[config.mk]
export PLATFORM = sky130hd
export DESIGN_NAME = dram_request_opcode_decoder
export DESIGN_NICKNAME = d
export VERILOG_FILES = /design/src/hw/req_decode_pkg.sv /design/src/hw/link_sampler.sv /design/src/hw/postpone_line.sv /design/src/hw/dram_request_opcode_decoder.sv
export SDC_FILE = /design/constraint.sdc
export NUM_CORES = 1
export LEC_CHECK = 0
export BUFFER_PORTS_ARGS = -buffer_cell sky130_fd_sc_hd__buf_2
export CORE_MARGIN = 3
export CORE_UTILIZATION = 40
export CTS_BUF_LIST = sky130_fd_sc_hd__clkbuf_8
export DETAILED_ROUTE_END_ITERATION = 10
export PLACE_DENSITY_LB_ADDON = 0.08
export SYNTH_ARGS = -nofsm -noshare
export SYNTH_HDL_FRONTEND = slang
export SYNTH_SLANG_ARGS = --single-unit
[constraint.sdc]
create_clock -name clock -period 6.8 [get_ports clock]
set_input_delay 1.36 -clock clock [delete_from_list [all_inputs] [get_ports clock]]
set_output_delay 1.36 -clock clock [all_outputs]
set_load 0.03 [all_outputs]
[src/hw/req_decode_pkg.sv]
// Constants and carrier types for the request opcode decoder.
// Assumes nothing beyond a SystemVerilog compiler.
package req_decode_pkg;
    localparam int PKT_W = 24;
    localparam int PIN_W = 12;
    localparam int ROW_W = 12;
    localparam int BANK_W = 3;
    localparam int DLY_W = 2;
    localparam int CLK_PERIOD_NS = 5;
    localparam int LINK_PERIOD_NS = 160;
    localparam int DLY_SLOTS = 4;

    localparam logic [3:0] SEL_IDLE = 4'h0;
    localparam logic [3:0] SEL_COLUMN = 4'h1;
    localparam logic [3:0] SEL_EXTENDED = 4'h2;
    localparam logic [3:0] SEL_CLOSE_REFRESH = 4'h3;

    localparam logic [2:0] REF_IDLE = 3'h0;
    localparam logic [2:0] REF_CLOSE = 3'h1;
    localparam logic [2:0] REF_OPEN = 3'h2;
    localparam logic [2:0] REF_OPEN_INC = 3'h3;
    localparam logic [2:0] REF_LOAD_LOW = 3'h4;
    localparam logic [2:0] REF_LOAD_MID = 3'h5;

    localparam logic [3:0] XOP_CURRENT_TRIM = 4'h8;
    localparam logic [3:0] XOP_IMPEDANCE_TRIM = 4'h9;
    localparam logic [3:0] XOP_TRIM_END = 4'ha;
    localparam logic [3:0] XOP_POWER_DOWN = 4'hc;

    localparam logic [ROW_W-1:0] REFRESH_ROW_RESET = 12'h000;

    // Field positions inside the assembled 24-bit packet
    localparam int SEL_HI = 23;
    localparam int SEL_LO = 20;
    localparam int DIR_BIT = 19;
    localparam int CPOST_BIT = 18;
    localparam int APOST_BIT = 18;
    localparam int BANK_HI = 17;
    localparam int BANK_LO = 15;
    localparam int ROW_HI = 11;
    localparam int ROW_LO = 0;
    localparam int COL_HI = 9;
    localparam int COL_LO = 0;
    localparam int MASK_HI = 17;
    localparam int MASK_LO = 10;
    localparam int MBANK_HI = 19;
    localparam int MBANK_LO = 17;
    localparam int POP_HI = 19;
    localparam int POP_LO = 17;
    localparam int PBANK_HI = 16;
    localparam int PBANK_LO = 14;
    localparam int ROP_HI = 13;
    localparam int ROP_LO = 11;
    localparam int RA_HI = 7;
    localparam int RA_LO = 0;
    localparam int XOP_HI = 3;
    localparam int XOP_LO = 0;

    typedef struct packed {
        logic [BANK_W-1:0] bank;
        logic [ROW_W-1:0] addr;
        logic [7:0] mask;
    } mem_cmd_t;

    typedef struct packed {
        logic current_trim;
        logic impedance_trim;
        logic trim_end;
        logic power_down_entry;
    } maint_cmd_t;
endpackage : req_decode_pkg

[src/hw/link_sampler.sv]
`timescale 1ns/1ps
// Samples the request pins on both edges of the request clock.
// Assumes link clock and pins are asynchronous to clock.
module link_sampler
    import req_decode_pkg::*;
(
    input wire logic clock,
    input wire logic resetn,
    input wire logic link_clk,
    input wire logic [PIN_W-1:0] request_pins,
    output logic [PKT_W-1:0] packet_reg,
    output logic packet_valid_reg
);
    logic [3:0] clk_sync_reg;
    logic [PIN_W-1:0] pin_sync1_reg;
    logic [PIN_W-1:0] pin_sync2_reg;
    logic [PIN_W-1:0] first_half_reg;
    logic have_first_reg;
    // Edges are seen one stage late so the pins have settled a full cycle
    wire rise = clk_sync_reg[2] & ~clk_sync_reg[3];
    wire fall = ~clk_sync_reg[2] & clk_sync_reg[3];

    always_ff @(posedge clock or negedge resetn) begin
        if (!resetn) begin
            clk_sync_reg <= 4'h0;
            pin_sync1_reg <= '0;
            pin_sync2_reg <= '0;
        end else begin
            clk_sync_reg <= {clk_sync_reg[2:0], link_clk};
            pin_sync1_reg <= request_pins;
            pin_sync2_reg <= pin_sync1_reg;
        end
    end

    // First half on rising edge, second half on following falling edge
    always_ff @(posedge clock or negedge resetn) begin
        if (!resetn) begin
            first_half_reg <= '0;
            have_first_reg <= 1'b0;
            packet_reg <= '0;
            packet_valid_reg <= 1'b0;
        end else begin
            packet_valid_reg <= 1'b0;
            if (rise) begin
                first_half_reg <= pin_sync2_reg;
                have_first_reg <= 1'b1;
            end else if (fall && have_first_reg) begin
                packet_reg <= {first_half_reg, pin_sync2_reg};
                packet_valid_reg <= 1'b1;
                have_first_reg <= 1'b0;
            end
        end
    end
endmodule : link_sampler

[src/hw/postpone_line.sv]
`timescale 1ns/1ps
// Delay line of command strobes with 0..DLY_SLOTS-1 cycle postponement.
// Assumes one command enters at a time per instance.
module postpone_line
    import req_decode_pkg::*;
#(
    parameter int W = 16
) (
    input wire logic clock,
    input wire logic resetn,
    input wire logic in_valid,
    input wire logic [DLY_W-1:0] in_delay,
    input wire logic [W-1:0] in_data,
    output logic out_valid_reg,
    output logic [W-1:0] out_data_reg
);
    logic [DLY_SLOTS-1:0] v_reg;
    logic [W-1:0] d_reg [DLY_SLOTS];

    genvar i;
    generate
        for (i = 0; i < DLY_SLOTS; i++) begin : g_slot
            wire load = in_valid && (in_delay == DLY_W'(i));
            if (i == DLY_SLOTS - 1) begin : g_top
                always_ff @(posedge clock or negedge resetn) begin
                    if (!resetn) begin
                        v_reg[i] <= 1'b0;
                        d_reg[i] <= '0;
                    end else begin
                        v_reg[i] <= load;
                        d_reg[i] <= in_data;
                    end
                end
            end else begin : g_mid
                always_ff @(posedge clock or negedge resetn) begin
                    if (!resetn) begin
                        v_reg[i] <= 1'b0;
                        d_reg[i] <= '0;
                    end else begin
                        v_reg[i] <= load | v_reg[i+1];
                        d_reg[i] <= load ? in_data : d_reg[i+1];
                    end
                end
            end
        end
    endgenerate

    always_ff @(posedge clock or negedge resetn) begin
        if (!resetn) begin
            out_valid_reg <= 1'b0;
            out_data_reg <= '0;
        end else begin
            out_valid_reg <= v_reg[0];
            out_data_reg <= d_reg[0];
        end
    end
endmodule : postpone_line

[src/hw/dram_request_opcode_decoder.sv]
`timescale 1ns/1ps
// Request packet opcode decoder: turns request packets into core strobes.
// Assumes request pins and link clock come from outside the clock domain.
module dram_request_opcode_decoder
    import req_decode_pkg::*;
(
    input wire logic clock,
    input wire logic resetn,
    input wire logic link_clk,
    input wire logic [PIN_W-1:0] request_pins,
    output logic col_read_reg,
    output logic col_write_reg,
    output logic masked_store_reg,
    output mem_cmd_t col_cmd_reg,
    output logic row_open_reg,
    output mem_cmd_t open_cmd_reg,
    output logic bank_close_reg,
    output logic [BANK_W-1:0] close_bank_reg,
    output logic refresh_close_reg,
    output logic [BANK_W-1:0] refresh_close_bank_reg,
    output logic refresh_open_reg,
    output mem_cmd_t refresh_open_cmd_reg,
    output maint_cmd_t maint_reg,
    output logic [ROW_W-1:0] refresh_row_set
);
    logic [PKT_W-1:0] pkt;
    logic pkt_valid;

    link_sampler i_link_sampler (
        .clock(clock),
        .resetn(resetn),
        .link_clk(link_clk),
        .request_pins(request_pins),
        .packet_reg(pkt),
        .packet_valid_reg(pkt_valid)
    );

    // Packet type decode
    wire [3:0] packet_selector_code = pkt[SEL_HI:SEL_LO];
    wire is_idle = packet_selector_code == SEL_IDLE;
    wire is_column = pkt_valid && packet_selector_code == SEL_COLUMN;
    wire is_extended = pkt_valid && packet_selector_code == SEL_EXTENDED;
    wire is_close_ref = pkt_valid
        && packet_selector_code == SEL_CLOSE_REFRESH;
    wire is_open = pkt_valid && packet_selector_code[3:2] == 2'b01;
    wire is_masked = pkt_valid && packet_selector_code[3];

    // Column, masked and row open access fields
    wire column_dir_bit = pkt[DIR_BIT];
    wire column_postpone = pkt[CPOST_BIT];
    wire activate_postpone = pkt[APOST_BIT];
    wire [BANK_W-1:0] column_target_sel = pkt[BANK_HI:BANK_LO];
    wire [BANK_W-1:0] masked_target_sel = pkt[MBANK_HI:MBANK_LO];
    wire [BANK_W-1:0] activate_target_sel = pkt[BANK_HI:BANK_LO];
    wire [7:0] byte_mask_field = pkt[MASK_HI:MASK_LO];
    wire [ROW_W-1:0] col_addr = {2'b00, pkt[COL_HI:COL_LO]};
    wire [ROW_W-1:0] row_addr = pkt[ROW_HI:ROW_LO];

    // Close-and-refresh fields
    wire [2:0] close_subcode = pkt[POP_HI:POP_LO];
    wire [BANK_W-1:0] close_target_sel = pkt[PBANK_HI:PBANK_LO];
    wire [2:0] refresh_subcode = pkt[ROP_HI:ROP_LO];
    wire [7:0] refresh_field = pkt[RA_HI:RA_LO];
    wire [BANK_W-1:0] refresh_target_sel = refresh_field[2:0];
    wire [DLY_W-1:0] refresh_delay = refresh_field[7:6];
    wire close_go = is_close_ref && close_subcode[2];
    wire ref_close_go = is_close_ref
        && refresh_subcode == REF_CLOSE;
    wire ref_open_go = is_close_ref && (refresh_subcode == REF_OPEN
        || refresh_subcode == REF_OPEN_INC);
    wire ref_inc = is_close_ref && refresh_subcode == REF_OPEN_INC;
    wire load_low = is_close_ref
        && refresh_subcode == REF_LOAD_LOW;
    wire load_mid = is_close_ref
        && refresh_subcode == REF_LOAD_MID;

    // Extended subcode decode
    wire [3:0] extended_subcode = pkt[XOP_HI:XOP_LO];
    maint_cmd_t maint_next;
    assign maint_next.current_trim = is_extended
        && extended_subcode == XOP_CURRENT_TRIM;
    assign maint_next.impedance_trim = is_extended
        && extended_subcode == XOP_IMPEDANCE_TRIM;
    assign maint_next.trim_end = is_extended
        && extended_subcode == XOP_TRIM_END;
    assign maint_next.power_down_entry = is_extended
        && extended_subcode == XOP_POWER_DOWN;

    // Column access entry: read/write, or masked store with no delay
    localparam int CW = 2 + $bits(mem_cmd_t);
    mem_cmd_t col_in;
    assign col_in.bank = is_masked ? masked_target_sel : column_target_sel;
    assign col_in.addr = col_addr;
    assign col_in.mask = is_masked ? byte_mask_field : 8'hff;
    wire col_go = is_column || is_masked;
    wire [DLY_W-1:0] col_delay = is_masked ? 2'h0
        : {1'b0, column_postpone};
    wire [1:0] col_kind = is_masked ? 2'h2 : {1'b0, column_dir_bit};
    logic col_out_v;
    logic [CW-1:0] col_out;

    postpone_line #(.W(CW)) u_col (
        .clock(clock),
        .resetn(resetn),
        .in_valid(col_go),
        .in_delay(col_delay),
        .in_data({col_kind, col_in}),
        .out_valid_reg(col_out_v),
        .out_data_reg(col_out)
    );

    // Row open entry
    mem_cmd_t open_in;
    assign open_in.bank = activate_target_sel;
    assign open_in.addr = row_addr;
    assign open_in.mask = 8'h00;
    logic open_out_v;
    mem_cmd_t open_out;

    postpone_line #(.W($bits(mem_cmd_t))) u_open (
        .clock(clock),
        .resetn(resetn),
        .in_valid(is_open),
        .in_delay({1'b0, activate_postpone}),
        .in_data(open_in),
        .out_valid_reg(open_out_v),
        .out_data_reg(open_out)
    );

    // Precharge entry
    logic close_out_v;
    logic [BANK_W-1:0] close_out;

    postpone_line #(.W(BANK_W)) u_close (
        .clock(clock),
        .resetn(resetn),
        .in_valid(close_go),
        .in_delay(close_subcode[1:0]),
        .in_data(close_target_sel),
        .out_valid_reg(close_out_v),
        .out_data_reg(close_out)
    );

    // Refresh entry; the held row is captured at issue, the increment
    // lands once the open strobe leaves the delay line
    logic refresh_out_v;
    logic [BANK_W+ROW_W+1:0] refresh_out;
    logic [ROW_W-1:0] row_hold_reg;

    postpone_line #(.W(BANK_W + ROW_W + 2)) u_refresh (
        .clock(clock),
        .resetn(resetn),
        .in_valid(ref_close_go || ref_open_go),
        .in_delay(refresh_delay),
        .in_data({ref_open_go, ref_inc, refresh_target_sel, row_hold_reg}),
        .out_valid_reg(refresh_out_v),
        .out_data_reg(refresh_out)
    );

    wire ref_out_open = refresh_out[BANK_W+ROW_W+1];
    wire ref_out_inc = refresh_out[BANK_W+ROW_W];
    wire [BANK_W-1:0] ref_out_bank = refresh_out[BANK_W+ROW_W-1:ROW_W];
    wire [ROW_W-1:0] ref_out_row = refresh_out[ROW_W-1:0];
    wire inc_now = refresh_out_v && ref_out_open && ref_out_inc;

    // Refresh row value: 12 bits only, loads and increment
    logic [ROW_W-1:0] row_hold_next;
    always_comb begin
        row_hold_next = row_hold_reg;
        if (inc_now)
            row_hold_next = row_hold_reg + 12'h001;
        if (load_low)
            row_hold_next[7:0] = refresh_field;
        else if (load_mid)
            row_hold_next[11:8] = refresh_field[3:0];
    end

    always_ff @(posedge clock or negedge resetn) begin
        if (!resetn)
            row_hold_reg <= REFRESH_ROW_RESET;
        else
            row_hold_reg <= row_hold_next;
    end

    // Output registers
    always_ff @(posedge clock or negedge resetn) begin
        if (!resetn) begin
            col_read_reg <= 1'b0;
            col_write_reg <= 1'b0;
            masked_store_reg <= 1'b0;
            col_cmd_reg <= '0;
            row_open_reg <= 1'b0;
            open_cmd_reg <= '0;
            bank_close_reg <= 1'b0;
            close_bank_reg <= '0;
            refresh_close_reg <= 1'b0;
            refresh_close_bank_reg <= '0;
            refresh_open_reg <= 1'b0;
            refresh_open_cmd_reg <= '0;
            maint_reg <= '0;
            refresh_row_set <= REFRESH_ROW_RESET;
        end else begin
            col_read_reg <= col_out_v && col_out[CW-1:CW-2] == 2'h0;
            col_write_reg <= col_out_v && col_out[CW-1:CW-2] == 2'h1;
            masked_store_reg <= col_out_v && col_out[CW-1];
            col_cmd_reg <= col_out[CW-3:0];
            row_open_reg <= open_out_v;
            open_cmd_reg <= open_out;
            bank_close_reg <= close_out_v;
            close_bank_reg <= close_out;
            refresh_close_reg <= refresh_out_v && !ref_out_open;
            refresh_close_bank_reg <= ref_out_bank;
            refresh_open_reg <= refresh_out_v && ref_out_open;
            refresh_open_cmd_reg <= '{bank: ref_out_bank,
                addr: ref_out_row, mask: 8'h00};
            maint_reg <= maint_next;
            refresh_row_set <= row_hold_next;
        end
    end

    // Checks
    logic any_strobe;
    assign any_strobe = col_read_reg || col_write_reg || masked_store_reg
        || row_open_reg || bank_close_reg || refresh_close_reg
        || refresh_open_reg || (|maint_reg);
endmodule : dram_request_opcode_decoder

==> out/qor.yml, run 1 <==
maxSlewHeadroom: 0.2684
multi_input_comb_area_sq_mm: 0.002713
max_freq_ghz: 0.3675
grt_use_total: 0.1350
ir_drop_mv: 0.1426
die_area_sq_mm: 0.03617
wl_per_cell_um: 15.56
drcViolationCount: 0
max-cap-violations: 0
synthCells: 849
period_needed_ns: 2.721
critical_path_class: "flop to output pin"
finalSetupTns_ns: 0
cts_root_buf: "clkbuf_8"
place_area_sq_mm: 0.01445
setup.worst_path.end: "refresh_row_set[5]"
intPower_mw: 4.295
cp_slowest_stage_delay_ns: 0.55
grt-ovfl-total: 0
tightest_slew_ns: 1.095
clock_path_buffers: 3
die_w_um: 190.2
numCtsBuffers: 70
viasPerCell: 4.371
ios: 113
finalPower_mw: 5.770
grt_max_degree: 189
cp.required_ns: 5.44
hold_violations: 0
synth-edff-count: 0
r2r-end: "u_refresh.d_reg[60]"
stdcell_area_sq_mm: 0.01586
synth_seq_cells: 424
clock_skew_ns: 0.02409
drv_slew: 0
ys_seq_area_frac: 0.7820
rows: 66
ys.warnings.count: 0
path_clk_slew_ns: 0.06
nets: 1004
grt_antenna_before_repair: 0
start_util: 0.4118
rr_worst_depth: 5
portBuffers: 94
dieHeight_um: 190.2
holdWs_ns: 0.3243
syn_area_sq_mm: 0.01357
drive_gt1_frac: 0.3311
status: "completed"
ys_types: 45
combPwrFrac: 0.089
grt_pass1_vias: 6895
crit_slowest_cell: "dfrtp_1"
reg2reg_slack_ns: 4.14
power_density_mw_per_mm2: 363.9
vias: 6478
ys.flop_type: "dfrtp_1"
final_util: 0.4812
crit_chain: "buf_2"
ant_nets: 0
p_clk_frac: 0.374
nFillCells: 2951
arrival_ns: 1.36
area_growth_syn_to_layout_pct: 16.87
post-route-period-util: 0.4002
holdBufCountCts: 0
largest_reg_flops: 72
dpl.hpwl_um: 12720
async_flop_share: 1.000
crit_buf_inv: 1
timing.rr.start: "i_link_sampler.packet_reg[23]"
cts_setup_buffers: 0
cp.depth: 1
ff_latch_area_sq_mm: 0.01061
grt_pass1_wl_um: 38580
clock_sinks: 424
dr.pass1.iters: 4
hp-start: "u_refresh.out_data_reg[5]"
syn_area_per_cell_sq_um: 15.98
hp-class: "flop to flop"
drt_wl_total_um: 23060
startpoint: "refresh_row_set[5]"
cp_max_fo: 10
path_delay_family: "flip-flops"
seqPwrFrac: 0.537
setup_violations: 0
crit_path_start_kind: "flop"
p_switching_mw: 1.475
drtIter0Drc: 420
htreeDepth: 3
swShare: 0.2557
leakagePower_nw: 7.897
cp-end-kind: "output pin"
rsz0062_at_grt: "false"
post_cts_resized: 0
globalplace.congestion: 0.6882
cts_tree: "built"
core_sq_mm: 0.03295
clk_latency_ns: 0.57
==> placed cells by master (no fill, tap or decap), drive strengths merged, types with 5 or more instances in the layout <==
cell	count
nor2	19
nand4	5
conb	18
clkbuf	92
or2	19
dfrtp	424
a21oi	14
mux2	116
and3	6
nand2b	7
nand2	118
xor2	9
o21a	9
buf	100
and2	5
inv	31
==> cells in the mapped netlist, drive strengths merged (2+ instances only) <==
cell type	count	area share
or2	19	0.0088
dfrtp	424	0.78
nand4	5	0.0023
o21ai	3	0.0011
xnor2	2	0.0013
o21a	9	0.0050
a21oi	14	0.0052
and4	2	0.0013
mux2	116	0.096
xor2	9	0.0058
and2	5	0.0023
nor2b	4	0.0018
mux2i	3	0.0022
nor2	19	0.0053
and3b	2	0.0013
nand3	4	0.0015
buf	26	0.014
and3	6	0.0028
inv	6	0.0017
clkbuf	24	0.0066
nand3b	4	0.0025
nand2b	7	0.0032
nand2	118	0.033
nor3b	4	0.0026
nor3	4	0.0027
==> worst min-delay path by stage <==
stage                                      end  slack [ns]  cells after the start
global route        u_refresh.out_data_reg[16]        0.34                      0
detailed placement           close_bank_reg[2]        0.33                      0
finish                refresh_open_cmd_reg[13]        0.32                      0
global placement              u_open.d_reg[41]        0.33                      0
floorplan                       bank_close_reg        0.33                      0
CTS                   refresh_open_cmd_reg[13]        0.32                      0
==> cell type report <==
class	count	share of cell area
multi-input cells	386	0.1711
repair buffers	100	0.03472
clock buffers	92	0.07985
well taps	442	0.03488
diodes	1	0.0001578
flip-flops and latches	424	0.6691
inverters	6	0.001420
clock inverters	31	0.008759
==> through the flow <==
| step | setup slack (ns) | std cells |
|---|---|---|
| 2_1_floorplan | 4.662 | 866 |
| 3_3_place_gp | 4.013 | 1358 |
| 3_5_place_dp | 3.999 | 1358 |
| 4_1_cts | 4.011 | 1481 |
| 5_1_grt | 3.943 | 1481 |
| 6_report | 4.079 | 1482 |
==> power by group through the flow <==
stage / Combinational (mW) / Clock, mW / Sequential, mW
floorplan: 0.252 / 0 / 3.19
global placement: 0.520 / 0 / 3.14
detailed placement: 0.524 / 0 / 3.15
CTS: 0.526 / 2.25 / 3.11
global route: 0.569 / 2.37 / 3.15
finish: 0.513 / 2.16 / 3.10
==> cells by family (layout without fill, tap and decap cells) <==
logic type                 after synthesis  after routing  synth area share
DFF                                    424            424            0.7820
and+or+nand+nor                        210            210           0.07645
muxes                                  119            119           0.09849
buffers and inverters                   56            229           0.02278
AOI/OAI and AO/OA                       26             26           0.01125
xor gates and xnor gates                11             11          0.007101
adders and majority gates                2              2          0.001660
other                                    1             19         0.0002764
==> layer usage <==
metal  up-vias  wire [um]  GRT usage
met3        42       1348    0.03759
li1       3030          -          -
met4         0        413    0.04459
met2       149       9593     0.1871
met1      3257      11710     0.2057
met5         -          0          0
Power figures use the tool's default switching activity.
==> run 2: changes to the inputs <==
ABC_AREA = 1   (was not set)
clock period = 2.3 ns   (was 6.8 ns; I/O delays follow)
==> run 2 against run 1 <==
Critical path depth unchanged. Worst setup slack worse by 3.7 ns. Count of clock-buffer cells in the layout down 10. Via count up 22%. Worst hold slack better by 0.015 ns. First-iteration DRC count up 12%. Sequential share of layout area down 1.6 points. Final area up 2.4%. Non-clock buffer count up 35. Total power rose to 3.0 times the previous value. Flip-flop and latch count unchanged. Core utilization up 0.18 points.
==> out/qor.yml, run 2 <==
final_common_cell: "dfrtp_1"
cts_setup_buffers: 0  # unchanged
drcViolationCount: 0  # unchanged
core_sq_mm: 0.03362  # +2.0%
clk_latency_ns: 0.59  # +0.02 ns
syn_area_per_cell_sq_um: 12.21  # -24%
arrival_ns: 1.47  # +0.11 ns
place_area_sq_mm: 0.01474  # +2.0%
post_cts_resized: 0  # unchanged
grt_pass1_vias: 7910  # +15%
synth_area_leaders: "dfrtp_1 77%, nand2_1 8.4%, nand3_1 3.1%"
dpl.hpwl_um: 16510  # +30%
combPwrFrac: 0.108  # +0.019
crit_buf_inv: 1  # unchanged
grt_max_degree: 71  # -62%
holdBufCountCts: 14  # +14
grt_use_total: 0.1513  # +0.01629
drt_wl_total_um: 26180  # +14%
ys_top_cells_by_count: "424 x dfrtp_1, 308 x nand2_1, 86 x nand3_1, 86 x o21ai_0, 65 x inv_1"
die_area_sq_mm: 0.03652  # +0.99%
leakagePower_nw: 8.331  # +5.5%
drv_slew: 0  # unchanged
critical_path_class: "flop to output pin"
intPower_mw: 12.56  # +190%
viasPerCell: 4.412  # +0.93%
synth_seq_cells: 424  # unchanged
post-route-period-util: 0.8397
numCtsBuffers: 69  # -1.4%
clock_sinks: 424  # unchanged
start_util: 0.4077  # -0.004038
p_clk_frac: 0.365  # -0.009
dp.cells: 1650  # +22%
setup_violations: 0  # unchanged
largest_reg_flops: 72  # unchanged
grt-ovfl-total: 0  # unchanged
htreeDepth: 3  # unchanged
cp_slowest_stage_delay_ns: 0.60  # +0.05 ns
power_density_mw_per_mm2: 1059  # +190%
seqPwrFrac: 0.527  # -0.010
ant_nets: 0  # unchanged
layout_common_cells: "424 x dfrtp_1, 308 x nand2_1, 93 x inv_1, 93 x buf_2"
hold_violations: 0  # unchanged
maxSlewHeadroom: 0.5904  # +0.3221
portBuffers: 94  # unchanged
cts_root_buf: "clkbuf_8"
period_needed_ns: 1.931
ios: 113  # unchanged
grt_pass1_wl_um: 43330  # +12%
finalSetupTns_ns: 0  # unchanged
nFillCells: 3088  # +4.6%
vias: 7884  # +22%
drtIter0Drc: 471  # +12%
cp_max_fo: 10  # unchanged
swShare: 0.2699  # +0.01428
globalplace.congestion: 0.7918  # +15%
path_clk_slew_ns: 0.06  # about the same
yosys.area.top_type: "dfrtp_1"
cts_tree: "built"
drive_gt1_frac: 0.1763  # -0.1548
rows: 67  # +1.5%
ys_seq_area_frac: 0.7741  # -0.007923
wl_per_cell_um: 14.65  # -5.9%
path_delay_family: "flip-flops"
clock_path_buffers: 3  # unchanged
rsz0062_at_grt: "false"
synth_top_cell_area_share: 0.7741  # -0.007923
tightest_slew_ns: 0.6137  # -0.4815 ns
crit_path_start_kind: "flop"
area_growth_syn_to_layout_pct: 18.48
stdcell_area_sq_mm: 0.01624  # +2.4%
grt_antenna_before_repair: 0  # unchanged
cp.required_ns: 1.84  # -3.60 ns
hp-class: "flop to flop"
synth.most_common_cell: "dfrtp_1"
nets: 1303  # +30%
dr.pass1.iters: 4  # unchanged
async_flop_share: 1.000  # unchanged
cp-end-kind: "output pin"
syn_area_sq_mm: 0.01371  # +1.0%
fin_cells: 1787  # +21%
crit_chain: "buf_2"
max_freq_ghz: 0.5178
p_switching_mw: 4.643  # +210%
diodes: 0  # -1
synthCells: 1123  # +32%
final_util: 0.4831  # +0.001842
crit_slowest_cell: "dfrtp_1"
max-cap-violations: 0  # unchanged
synth-edff-count: 0  # unchanged
ys.warnings.count: 0  # unchanged
die_w_um: 191.1  # +0.49%
dieHeight_um: 191.1  # +0.49%
ir_drop_mv: 0.4028  # +180%
status: "completed"
ys.flop_type: "dfrtp_1"
clock_skew_ns: 0.03260  # +0.008517 ns
ys_types: 27  # -40%
reg2reg_slack_ns: 0.53  # -3.61 ns
-- run 2: power by group through the flow --
stage	combinational, mW	clock (mW)	sequential [mW]
2_1_floorplan	0.785	0	9.45
3_3_place_gp	1.85	0	9.20
3_5_place_dp	1.87	0	9.22
4_1_cts	1.90	6.54	9.09
5_1_grt	2.09	6.93	9.20
6_report	1.86	6.27	9.07
-- run 2: path summary, 6_finish.rpt --
kind                                          from                        to  depth (start not counted)
worst max-delay path            refresh_row_set[7]        refresh_row_set[7]                          1
worst min-delay path               u_col.d_reg[78]     u_col.out_data_reg[3]                          0
worst max register to register  refresh_row_set[0]       refresh_row_set[10]                          8
worst min register to register     u_col.d_reg[78]     u_col.out_data_reg[3]                          0
max in group asynchronous                   resetn  refresh_open_cmd_reg[15]                          3
min in group asynchronous                   resetn           col_cmd_reg[22]                          2
-- run 2: logic make-up after synthesis --
group | Yosys count | share of synthesized area
adders and majority gates | 1 | 0.0009127
AOI/OAI and AO/OA | 88 | 0.03213
xor gates and xnor gates | 3 | 0.001917
and+or+nand+nor | 478 | 0.1460
other | 1 | 0.0002736
muxes | 1 | 0.0008215
buffers and inverters | 127 | 0.04391
DFF | 424 | 0.7741
-- run 2: layout make-up --
class                      count  area (sq um)  share of cell area
clock inverter                41         235.2             0.01448
inverter                      68         255.2             0.01572
multi-input combinational    589          2564              0.1579
tap                          448         560.5             0.03452
clock buffer                  82          1129             0.06950
sequential                   424         10610              0.6534
timing repair buffer         135         885.9             0.05455
-- run 2: layer usage --
layer  routed length [um]  up-vias  track usage
met5                    0        -            0
met4                  518        0      0.05363
met3                 1422       49      0.03796
met2                11270      185       0.2165
met1                12970     3813       0.2252
li1                     -     3837            -
-- run 2: through the flow --
stage	setup slack, ns	power, mW	hold WS [ns]
global route	0.2829	18.22	0.3425
finish	0.3686	17.20	0.3391
detailed placement	0.5196	11.08	0.3347
floorplan	0.6760	10.24	0.1644
global placement	0.5379	11.06	0.3312
CTS	0.3320	17.52	0.3435
==> run 3: changes to the inputs <==
clock period = 1.8 ns   (was 2.3 ns; I/O delays follow)
==> run 3 against run 2 <==
Sequential power grew 27%. Routed wire length shrank 1.3%. Core utilization grew 0.80 points. Final area grew 1.6%. Count of clock-buffer cells in the layout grew 5. Combinational power grew 35%. Largest power group unchanged.
==> out/qor.yml, run 3 (synthesis results as in run 2) <==
status: "completed"
finalSetupTns_ns: 0  # unchanged
dieHeight_um: 191.1  # unchanged
max-cap-violations: 0  # unchanged
p_switching_mw: 5.999  # +29%
holdWs_ns: 0.2744  # -0.06469 ns
dpl.hpwl_um: 16790  # +1.7%
clock_path_buffers: 3  # unchanged
cp_max_fo: 8  # -2
nets: 1322  # +1.5%
htreeDepth: 3  # unchanged
grt_pass1_vias: 8186  # +3.5%
crit_slowest_cell: "dfrtp_1"
area_growth_syn_to_layout_pct: 20.43
finalPower_mw: 22.22  # +29%
max_freq_ghz: 0.5911
drive_gt1_frac: 0.1981  # +0.02183
final_common_cell: "dfrtp_1"
grt-ovfl-total: 0  # unchanged
grt_antenna_before_repair: 0  # unchanged
die_w_um: 191.1  # unchanged
swShare: 0.2700  # about the same
grt_pass1_wl_um: 43180  # -0.33%
start_util: 0.4077  # unchanged
cts_tree: "built"
ir_drop_mv: 0.5391  # +34%
portBuffers: 94  # unchanged
viasPerCell: 4.388  # -0.54%
rows: 67  # unchanged
timing.rr.start: "i_link_sampler.packet_reg[23]"
globalplace.congestion: 0.7917  # about the same
period_needed_ns: 1.692
stdcell_area_sq_mm: 0.01651  # +1.6%
cp-end-kind: "output pin"
seqPwrFrac: 0.519  # -0.008
critical_path_class: "flop to output pin"
path_clk_slew_ns: 0.05  # about the same
dr.pass1.iters: 4  # unchanged
drcViolationCount: 0  # unchanged
cp.required_ns: 1.44  # -0.40 ns
drtIter0Drc: 347  # -26%
hp-class: "primary input to async pin"
power_density_mw_per_mm2: 1346  # +27%
startpoint: "refresh_row_set[9]"
combPwrFrac: 0.113  # +0.005
cp_slowest_stage_delay_ns: 0.52  # -0.08 ns
cts_root_buf: "clkbuf_8"
layout_common_cells: "418 x dfrtp_1, 308 x nand2_1, 93 x buf_2"
place_area_sq_mm: 0.01491  # +1.2%
grt_max_degree: 68  # -4.2%
ios: 113  # unchanged
grt_use_total: 0.1492  # -0.002074
vias: 7925  # +0.52%
ant_nets: 0  # unchanged
crit_buf_inv: 1  # unchanged
rsz0062_at_grt: "true"
leakagePower_nw: 8.452  # +1.5%
intPower_mw: 16.22  # +29%
crit_chain: "buf_2"
drt_wl_total_um: 25840  # -1.3%
wl_per_cell_um: 14.31  # -2.4%
die_area_sq_mm: 0.03652  # unchanged
diodes: 0  # unchanged
clock_sinks: 424  # unchanged
path_delay_family: "flip-flops"
drv_slew: 0  # unchanged
largest_reg_flops: 72  # unchanged
setup_violations: 0  # unchanged
crit_path_start_kind: "flop"
clk_latency_ns: 0.58  # about the same
post-route-period-util: 0.9398
hold_violations: 0  # unchanged
arrival_ns: 1.33  # -0.14 ns
core_sq_mm: 0.03362  # unchanged
p_clk_frac: 0.368  # +0.003
numCtsBuffers: 71  # +2.9%
clock_skew_ns: 0.02740  # -0.005203 ns
[run 3: worst paths after layout]
check	end	slack, ns	cells past startpoint
setup / recovery	refresh_row_set[9]	0.11	1
hold / removal	col_cmd_reg[21]	0.27	2
setup reg to reg	u_close.d_reg[9]	0.17	9
hold reg to reg	col_cmd_reg[3]	0.34	0
max in group asynchronous	refresh_close_reg	0.82	3
min in group clock	col_cmd_reg[3]	0.34	0
[run 3: per-stage QoR]
stage	cells	util	setup slack, ns
CTS	1805	0.4900	0.009398
global placement	1666	0.4434	0.1291
global route	1806	0.4910	-0.03555
finish	1806	0.4910	0.1083
detailed placement	1666	0.4434	0.06170
floorplan	1140	-	0.1760
[run 3: layer usage]
layer | share of wire | track usage | vias to the layer above | wire length [um]
met2 | 0.44 | 0.2162 | 173 | 11310
met5 | 0 | 0 | - | 0
met1 | 0.49 | 0.2224 | 3824 | 12750
met3 | 0.053 | 0.03521 | 46 | 1358
li1 | - | - | 3882 | -
met4 | 0.016 | 0.05052 | 0 | 416
[run 3: cell type report]
class | instances | area (sq um)
Multi-Input combinational cell | 589 | 2579
Sequential cell | 424 | 10620
Clock buffer | 87 | 1197
Inverter | 68 | 255.2
Tap cell | 448 | 560.5
Clock inverter | 38 | 221.5
Fill cell | 3079 | 17110
Timing Repair Buffer | 152 | 1076
[run 3: power groups by stage]
stage / clock, mW / combinational (mW) / sequential (mW)
floorplan: 0 / 1.00 / 12.1
global placement: 0 / 2.49 / 11.7
detailed placement: 0 / 2.52 / 11.7
CTS: 8.54 / 2.55 / 11.6
global route: 9.02 / 2.81 / 11.7
finish: 8.19 / 2.51 / 11.5
[run 3: what timing repair did]
item | 4_1_cts | 5_1_grt
hold buffers | 14 | 0
hold endpoints to repair | 41 | 0
gates resized for setup | 5 | 4
setup buffers | 0 | 1
pin swaps | 0 | 1
endpoints found under the setup margin | 5 | 58
